`src/verilog/tcc_pkg.sv`:
```
// package: register map, field positions and mode codes for compare channels 5 and 6
package tcc_pkg;
  localparam logic [7:0] CH56_MODE_OFFSET = 8'h54;
  localparam logic [7:0] CH5_VALUE_OFFSET = 8'h58;
  localparam logic [7:0] CH6_VALUE_OFFSET = 8'h5c;
  localparam logic [7:0] CTRL_OFFSET = 8'h60;
  localparam logic [7:0] STATUS_OFFSET = 8'h64;
  localparam logic [15:0] MODE_RESET = 16'h0000;
  localparam logic [15:0] VALUE_RESET = 16'h0000;
  localparam logic [15:0] MODE_WRITE_MASK = 16'hfcfc;
  localparam int CH5_FAST_BIT = 2;
  localparam int CH5_PRELOAD_BIT = 3;
  localparam int CH5_MODE_LSB = 4;
  localparam int CH5_CLEAR_BIT = 7;
  localparam int CH6_FAST_BIT = 10;
  localparam int CH6_PRELOAD_BIT = 11;
  localparam int CH6_MODE_LSB = 12;
  localparam int CH6_CLEAR_BIT = 15;
  localparam int CTRL_UPDATE_DISABLE_BIT = 0;
  localparam int CTRL_SW_UPDATE_BIT = 1;
  localparam logic [2:0] MODE_FROZEN = 3'h0;
  localparam logic [2:0] MODE_SET_ON_MATCH = 3'h1;
  localparam logic [2:0] MODE_CLEAR_ON_MATCH = 3'h2;
  localparam logic [2:0] MODE_TOGGLE = 3'h3;
  localparam logic [2:0] MODE_FORCE_LOW = 3'h4;
  localparam logic [2:0] MODE_FORCE_HIGH = 3'h5;
  localparam logic [2:0] MODE_PWM1 = 3'h6;
  localparam logic [2:0] MODE_PWM2 = 3'h7;
endpackage

```
`src/verilog/tcc_channel.sv`:
```
// module: one output-only compare channel with preload and active value
`timescale 1ns/10ps
`default_nettype none
module tcc_channel (
  input wire logic clk,
  input wire logic rst_n,
  input wire logic wr_value,
  input wire logic [15:0] wr_data,
  input wire logic preload_en,
  input wire logic [2:0] out_mode,
  input wire logic clear_en,
  input wire logic clear_in,
  input wire logic update_event,
  input wire logic [15:0] counter,
  output logic [15:0] preload_value,
  output logic [15:0] active_value,
  output logic compare_out
);
  typedef struct packed {
    logic [15:0] pre;
    logic [15:0] act;
    logic out;
  } tcc_ch_state_type;

  tcc_ch_state_type st_reg;
  tcc_ch_state_type st_next;

  // --------------------------------------------------------------
  // next state
  // --------------------------------------------------------------
  always_comb begin
    st_next = st_reg;
    if (wr_value) begin
      st_next.pre = wr_data;
      if (!preload_en) begin
        st_next.act = wr_data; // immediate transfer
      end
    end
    // a write in the same cycle as an update cancels the update; the active value is kept
    if (update_event && preload_en && !wr_value) begin
      st_next.act = st_reg.pre; // held until update
    end
    // compare against the counter
    case (out_mode)
      tcc_pkg::MODE_FROZEN: st_next.out = st_reg.out;
      tcc_pkg::MODE_SET_ON_MATCH: st_next.out = (counter == st_reg.act) ? 1'b1 : st_reg.out;
      tcc_pkg::MODE_CLEAR_ON_MATCH: st_next.out = (counter == st_reg.act) ? 1'b0 : st_reg.out;
      tcc_pkg::MODE_TOGGLE: st_next.out = (counter == st_reg.act) ? !st_reg.out : st_reg.out;
      tcc_pkg::MODE_FORCE_LOW: st_next.out = 1'b0;
      tcc_pkg::MODE_FORCE_HIGH: st_next.out = 1'b1;
      tcc_pkg::MODE_PWM1: st_next.out = (counter < st_reg.act);
      tcc_pkg::MODE_PWM2: st_next.out = !(counter < st_reg.act);
      default: st_next.out = st_reg.out;
    endcase
    // clear applies in every mode except force-high; a forced-high level stays
    if (clear_en && clear_in && out_mode != tcc_pkg::MODE_FORCE_HIGH) begin
      st_next.out = 1'b0;
    end
  end

  always_ff @(posedge clk or negedge rst_n) begin
    if (!rst_n) begin
      st_reg <= '0;
    end else begin
      st_reg <= st_next;
    end
  end

  assign preload_value = st_reg.pre;
  assign active_value = st_reg.act;
  assign compare_out = st_reg.out;
endmodule // tcc_channel
`default_nettype wire

```
`src/verilog/tcc_top.sv`:
```
// module: compare channels 5 and 6 with wishbone register slave
// Function
// - channel 5: 16-bit value, output only
// - channel 6: 16-bit value, output only
// - channel 5 value compared with counter
// - channel 6 value compared with counter
// - channel 5 preload: immediate or on update
// - channel 6 preload: immediate or on update
// - channel 5 output drives comparator blanking
// - channel 6 output drives op-amp switch
// - update on over/underflow or software request
`timescale 1ns/10ps
`default_nettype none
module tcc_top (
  input wire logic CLK,
  input wire logic RST_N,
  input wire logic WB_CYC_I,
  input wire logic WB_STB_I,
  input wire logic WB_WE_I,
  input wire logic [7:0] WB_ADR_I,
  input wire logic [3:0] WB_SEL_I,
  input wire logic [31:0] WB_DAT_I,
  output logic [31:0] WB_DAT_O,
  output logic WB_ACK_O,
  input wire logic [15:0] TIMER_COUNTER,
  input wire logic COUNTER_OVERFLOW,
  input wire logic COUNTER_UNDERFLOW,
  input wire logic CLEAR_IN,
  output logic UPDATE_EVENT,
  output logic COMP_BLANKING,
  output logic OPAMP_SWITCH
);
  typedef struct packed {
    logic [15:0] mode;
    logic upd_disable;
    logic sw_req;
    logic ack;
    logic [31:0] rdata;
  } tcc_state_type;

  tcc_state_type st_reg;
  tcc_state_type st_next;
  logic [15:0] ch5_pre;
  logic [15:0] ch5_act;
  logic [15:0] ch6_pre;
  logic [15:0] ch6_act;
  logic ch5_out;
  logic ch6_out;
  logic bus_req;
  logic wr5;
  logic wr6;
  logic update_event;
  logic bus_wr;
  logic bus_rd;
  logic low_lanes;
  logic mode_wr;
  logic ctrl_wr;
  logic [15:0] ch5_wr_data;
  logic [15:0] ch6_wr_data;
  logic ch5_preload_enable;
  logic ch6_preload_enable;
  logic [2:0] ch5_output_mode;
  logic [2:0] ch6_output_mode;
  logic ch5_clear_enable;
  logic ch6_clear_enable;

  // merge a write with byte lanes into a 16-bit register
  function automatic logic [15:0] lane_merge(
    input logic [15:0] old,
    input logic [31:0] d,
    input logic [3:0] sel
  );
    logic [15:0] r;
    r = old;
    if (sel[0]) begin
      r[7:0] = d[7:0];
    end
    if (sel[1]) begin
      r[15:8] = d[15:8];
    end
    return r;
  endfunction

  // 16-bit register in the low half of the bus, upper half reads zero
  function automatic logic [31:0] low_half(input logic [15:0] v);
    return {16'h0000, v};
  endfunction

  // --------------------------------------------------------------
  // bus decode
  // --------------------------------------------------------------
  // single-cycle ack; the cycle with ack high masks the request and blocks a double write
  assign bus_req = WB_CYC_I && WB_STB_I && !st_reg.ack;
  assign bus_wr = bus_req && WB_WE_I;
  assign bus_rd = bus_req && !WB_WE_I;
  // compare values live in lanes 0 and 1 only
  assign low_lanes = |WB_SEL_I[1:0];
  assign wr5 = bus_wr && WB_ADR_I == tcc_pkg::CH5_VALUE_OFFSET && low_lanes;
  assign wr6 = bus_wr && WB_ADR_I == tcc_pkg::CH6_VALUE_OFFSET && low_lanes;
  assign mode_wr = bus_wr && WB_ADR_I == tcc_pkg::CH56_MODE_OFFSET;
  assign ctrl_wr = bus_wr && WB_ADR_I == tcc_pkg::CTRL_OFFSET && WB_SEL_I[0];
  // an unselected lane keeps its old byte in the preload value
  assign ch5_wr_data = lane_merge(ch5_pre, WB_DAT_I, WB_SEL_I);
  assign ch6_wr_data = lane_merge(ch6_pre, WB_DAT_I, WB_SEL_I);

  // --------------------------------------------------------------
  // channel configuration
  // --------------------------------------------------------------
  // fast enable bits are stored and read back only
  assign ch5_preload_enable = st_reg.mode[tcc_pkg::CH5_PRELOAD_BIT];
  assign ch6_preload_enable = st_reg.mode[tcc_pkg::CH6_PRELOAD_BIT];
  assign ch5_output_mode = st_reg.mode[tcc_pkg::CH5_MODE_LSB +: 3];
  assign ch6_output_mode = st_reg.mode[tcc_pkg::CH6_MODE_LSB +: 3];
  assign ch5_clear_enable = st_reg.mode[tcc_pkg::CH5_CLEAR_BIT];
  assign ch6_clear_enable = st_reg.mode[tcc_pkg::CH6_CLEAR_BIT];

  // --------------------------------------------------------------
  // update event
  // --------------------------------------------------------------
  assign update_event = COUNTER_OVERFLOW || COUNTER_UNDERFLOW
                        || (st_reg.sw_req && !st_reg.upd_disable);

  // --------------------------------------------------------------
  // next state
  // --------------------------------------------------------------
  always_comb begin
    st_next = st_reg;
    // ack answers the taking edge and drops one cycle later
    st_next.ack = bus_req;
    // software request is a one-cycle pulse, never read back
    st_next.sw_req = 1'b0;
    st_next.rdata = 32'h0000_0000;
    // reserved mode bits are masked so they always read zero
    if (mode_wr) begin
      st_next.mode = lane_merge(st_reg.mode, WB_DAT_I, WB_SEL_I) & tcc_pkg::MODE_WRITE_MASK;
    end
    if (ctrl_wr) begin
      st_next.upd_disable = WB_DAT_I[tcc_pkg::CTRL_UPDATE_DISABLE_BIT];
      st_next.sw_req = WB_DAT_I[tcc_pkg::CTRL_SW_UPDATE_BIT];
    end
    if (bus_rd) begin
      case (WB_ADR_I)
        tcc_pkg::CH56_MODE_OFFSET: begin
          st_next.rdata = low_half(st_reg.mode);
        end
        tcc_pkg::CH5_VALUE_OFFSET: begin
          st_next.rdata = low_half(ch5_pre);
        end
        tcc_pkg::CH6_VALUE_OFFSET: begin
          st_next.rdata = low_half(ch6_pre);
        end
        tcc_pkg::CTRL_OFFSET: begin
          st_next.rdata = {31'h0000_0000, st_reg.upd_disable};
        end
        tcc_pkg::STATUS_OFFSET: begin
          // both active values at once, to see when an update landed
          st_next.rdata = {ch6_act, ch5_act};
        end
        default: begin
          st_next.rdata = 32'h0000_0000; // unmapped reads zero
        end
      endcase
    end
  end

  // --------------------------------------------------------------
  // state register
  // --------------------------------------------------------------
  always_ff @(posedge CLK or negedge RST_N) begin
    if (!RST_N) begin
      st_reg <= '0;
    end else begin
      st_reg <= st_next;
    end
  end

  // --------------------------------------------------------------
  // channels
  // --------------------------------------------------------------
  tcc_channel u_ch5 (
    .clk(CLK),
    .rst_n(RST_N),
    .wr_value(wr5),
    .wr_data(ch5_wr_data),
    .preload_en(ch5_preload_enable),
    .out_mode(ch5_output_mode),
    .clear_en(ch5_clear_enable),
    .clear_in(CLEAR_IN),
    .update_event(update_event),
    .counter(TIMER_COUNTER),
    .preload_value(ch5_pre),
    .active_value(ch5_act),
    .compare_out(ch5_out)
  );

  tcc_channel u_ch6 (
    .clk(CLK),
    .rst_n(RST_N),
    .wr_value(wr6),
    .wr_data(ch6_wr_data),
    .preload_en(ch6_preload_enable),
    .out_mode(ch6_output_mode),
    .clear_en(ch6_clear_enable),
    .clear_in(CLEAR_IN),
    .update_event(update_event),
    .counter(TIMER_COUNTER),
    .preload_value(ch6_pre),
    .active_value(ch6_act),
    .compare_out(ch6_out)
  );

  // --------------------------------------------------------------
  // outputs
  // --------------------------------------------------------------
  assign WB_ACK_O = st_reg.ack;
  assign WB_DAT_O = st_reg.rdata;
  assign UPDATE_EVENT = update_event;
  assign COMP_BLANKING = ch5_out;
  assign OPAMP_SWITCH = ch6_out;
endmodule // tcc_top
`default_nettype wire

```
`config.mk`:
```
export PLATFORM = sky130hd
export DESIGN_NAME = tcc_top
export DESIGN_NICKNAME = d
export VERILOG_FILES = /design/src/verilog/tcc_pkg.sv /design/src/verilog/tcc_channel.sv /design/src/verilog/tcc_top.sv
export SDC_FILE = /design/constraint.sdc
export NUM_CORES = 1
export LEC_CHECK = 0
export BUFFER_PORTS_ARGS = -buffer_cell sky130_fd_sc_hd__buf_2
export CAP_MARGIN = 20
export CORE_MARGIN = 2
export CORE_UTILIZATION = 50
export DETAILED_ROUTE_END_ITERATION = 12
export GPL_ROUTABILITY_DRIVEN = 0
export GPL_TIMING_DRIVEN = 0
export PLACE_DENSITY = 0.7
export SLEW_MARGIN = 20
export SYNTH_ARGS = -nofsm -noshare
export SYNTH_HDL_FRONTEND = slang
export SYNTH_HIERARCHICAL = 1
export SYNTH_SLANG_ARGS = --single-unit
```
`constraint.sdc`:
```
create_clock -name CLK -period 2.3 [get_ports CLK]
set_input_delay 0.115 -clock CLK [delete_from_list [all_inputs] [get_ports CLK]]
set_output_delay 0.115 -clock CLK [all_outputs]
set_load 0.01 [all_outputs]
```
==> metrics.txt <==
clk buf depth 2; cell count after placement 999; crit end category flop; Root Driver clkbuf_16; number of global-route vias before repair about 5700; worst vdd ir between 0.4 and 0.5 mV; Post-Route WL 19.6 mm; largest net degree at the start of global routing 59; CP max FO 10; HP Start WB_CYC_I; Slew Viols, Final 0; Clock Pin Slew Worst Setup and Hold Paths 0.05 ns; Mapped Nets 840; leakage power 4.19 nW; Reg2Reg Launch Point WB_ACK_O$_DFF_PN0_; status complete, no violations; DRT met1 WL 8.25 mm; initial drt markers between 700 and 800; Cell Area, Placed 0.00744 mm^2; top_reg_cell synth dfrtp_1; Synth cell types 46; post-route ant nets 0; clk_skew 0.00505 ns; cells on worst reg2reg path 8; HPWL Detailed ~14 mm; CP Launch Type input port; RSZ-0062 raised after global routing yes; drt pass-1 iters 5; grt total ovfl 0; max FFs per register 32; Die Y 120 um; final worst path period share 98.3%; Post-synth EDFFs 0; final setup fails 0; #FFs+latches synth 113; fin area 0.00833 mm^2; Mapped Cells 740; top-count cell post-synth dfrtp_1; Yosys top cell by area dfrtp_1; synth warn 6; area growth from synthesis to layout 23.5%; Filler cells 1079; clock buffer count from CTS 17; Yosys top cell area share 41.9%; R2R setup slack 0.12 ns; Slew headroom 35.2%; Slew @ Worst Pin 0.961 ns; TritonCTS clock tree built; Hold/Removal Path Class in -> reg; fmax around 0.44 GHz; arrival time at the worst endpoint 2.52 ns; row count 42; diode count 0; Synth Cell Area 0.00675 mm^2; Power Density 725 mW/mm^2; IO Pins roughly 100; core outline area 0.0132 mm^2; max cap viols 0; Vias 5984; WL met2 about 9.4 mm; Post-synth top cells dfrtp_1 (113), inv_1 (88), nand2_1 (88); deepest level of the CTS H-tree 4; global-route wire length before repair between 30 and 40 mm; synthesized area per cell 9.12 um^2; Reg2Reg Capture Point u_ch5/active_value[7]$_DFFE_PN0P_; sequential share of the synthesized area 41.9%; DRC 0; IO Port Bufs 82; initial antenna violation count 0; layout cells sized above 1 a little over a quarter; clk sink count 113; vias per cell 5.73; WS Path Type in -> reg; Total GRT Usage between 20% and 30%; Final Hold Fails 0; Top Metal Used met4; Post-synth ARST share between 90% and 100%; Initial Util 51.2%; Hold Crit Depth 2; Area contributors post-synth dfrtp_1 (42%), mux2_2 (6.7%), o21ai_0 (6.2%); FF/Latch Area 0.00283 mm^2; die extent in x 120 um; Final Non-Filler Cells 1044; drt wl/cell 18.8 um; WP data required between 2 and 3 ns; hold_ws 0.0491 ns; nets@finish 955; WHS Endpoint WB_ACK_O$_DFF_PN0_; met3 WL 1.40 mm; Tmin final around 2.3 ns; area of the multi-input gates 0.00323 mm^2; worst skew pair latency 0.43 ns; die area 0.0144 mm^2
==> where the power goes <==
part / switching [mW] / leakage, nW / internal [mW]
Clock: 0.916 / 0.343 / 2.17
Combinational: 0.505 / 2.50 / 0.300
Sequential: 0.0585 / 1.35 / 2.09
==> cells in the final DEF (no fill, tap or decap), types with 3 or more instances in the layout <==
cell and count:
dlygate4sd3_1 15, o211ai_1 16, clkbuf_8 5, dfrtp_1 113, and2_1 17, clkbuf_2 5
nand4_2 6, a22o_1 7, nor2_1 30, o21ai_0 84, a22oi_1 7, nor4_4 5
clkbuf_1 18, mux2_2 40, nand3_1 6, clkbuf_16 17, nor2b_1 6, clkbuf_4 3
a21oi_1 39, o21a_1 16, mux2i_1 5, a32oi_1 8, nand2_1 87, bufinv_16 6
nand2b_1 3, a211oi_1 16, buf_2 86, ha_1 32, inv_1 88, buf_4 38
==> worst max path at each step <==
stage / startpoint / to / slack, ns
6_report: WB_ADR_I[1] / u_ch5/active_value[7]$_DFFE_PN0P_ / 0.04
5_1_grt: WB_ADR_I[1] / u_ch6/active_value[2]$_DFFE_PN0P_ / -0.008
3_5_place_dp: WB_ADR_I[3] / u_ch5/active_value[5]$_DFFE_PN0P_ / -0.70
4_1_cts: WB_ADR_I[2] / u_ch6/active_value[6]$_DFFE_PN0P_ / 0.0006
2_1_floorplan: WB_ADR_I[1] / u_ch6/active_value[15]$_DFFE_PN0P_ / 0.007
3_3_place_gp: WB_ADR_I[3] / u_ch6/active_value[6]$_DFFE_PN0P_ / -0.64
==> logic make-up after synthesis <==
logic type | synth area share, %
AO/OA/AOI/OAI | 19.3
AND/OR/NAND/NOR | 14.4
buffers and inverters | 11.0
flip-flops | 41.9
multiplexers | 7.42
adder cells (fa/ha/maj) | 5.93
==> worst max-delay path, stage by stage <==
cell and delay (ns):
buf_2 0.11, or4b_1 0.53, buf_4 0.21, nor2_4 0.22, nand2_1 0.19, nor4_4 0.30
nand2b_4 0.23, clkbuf_4 0.24, nand2_1 0.08, o211ai_1 0.13, o21ai_0 0.16
==> through the flow <==
stage          setup WS, ns  total power, mW  util [%]  setup TNS, ns
3_5_place_dp         -0.698             2.93      56.4         -32.71
6_report             0.0401             6.04      63.2              0
3_3_place_gp         -0.645             2.88      56.2         -60.23
2_1_floorplan       0.00720             2.65         -              0
4_1_cts            0.000580             6.04      63.1              0
5_1_grt            -0.00836             6.25      63.2       -0.00900
==> final cells by class <==
class                           instances  share of cell area [%]
Buffer                                 70                    5.24
Clock buffer                           23                    5.98
Clock inverter                          9                    2.39
Inverter                               88                    3.96
Multi-Input combinational cell        467                    38.7
Sequential cell                       113                    33.9
Tap cell                              176                    2.64
Timing Repair Buffer                   98                    7.13
==> routing by layer <==
metal  GRT usage [%]  vias up
li1                -     2759
met1            36.2     2875
met2            46.0      310
met3            5.00       40
met4            12.5        0
met5               0        -
==> what timing repair did <==
item / in CTS / in global routing
setup buffers: 0 / 0
hold endpoints to repair: 69 / 0
hold buffers: 15 / 0
gates resized for setup: 15 / 8
gates cloned: 0 / 0
setup endpoints to repair: 48 / 48
pin swaps: 0 / 1
Power figures use the tool's default switching activity.
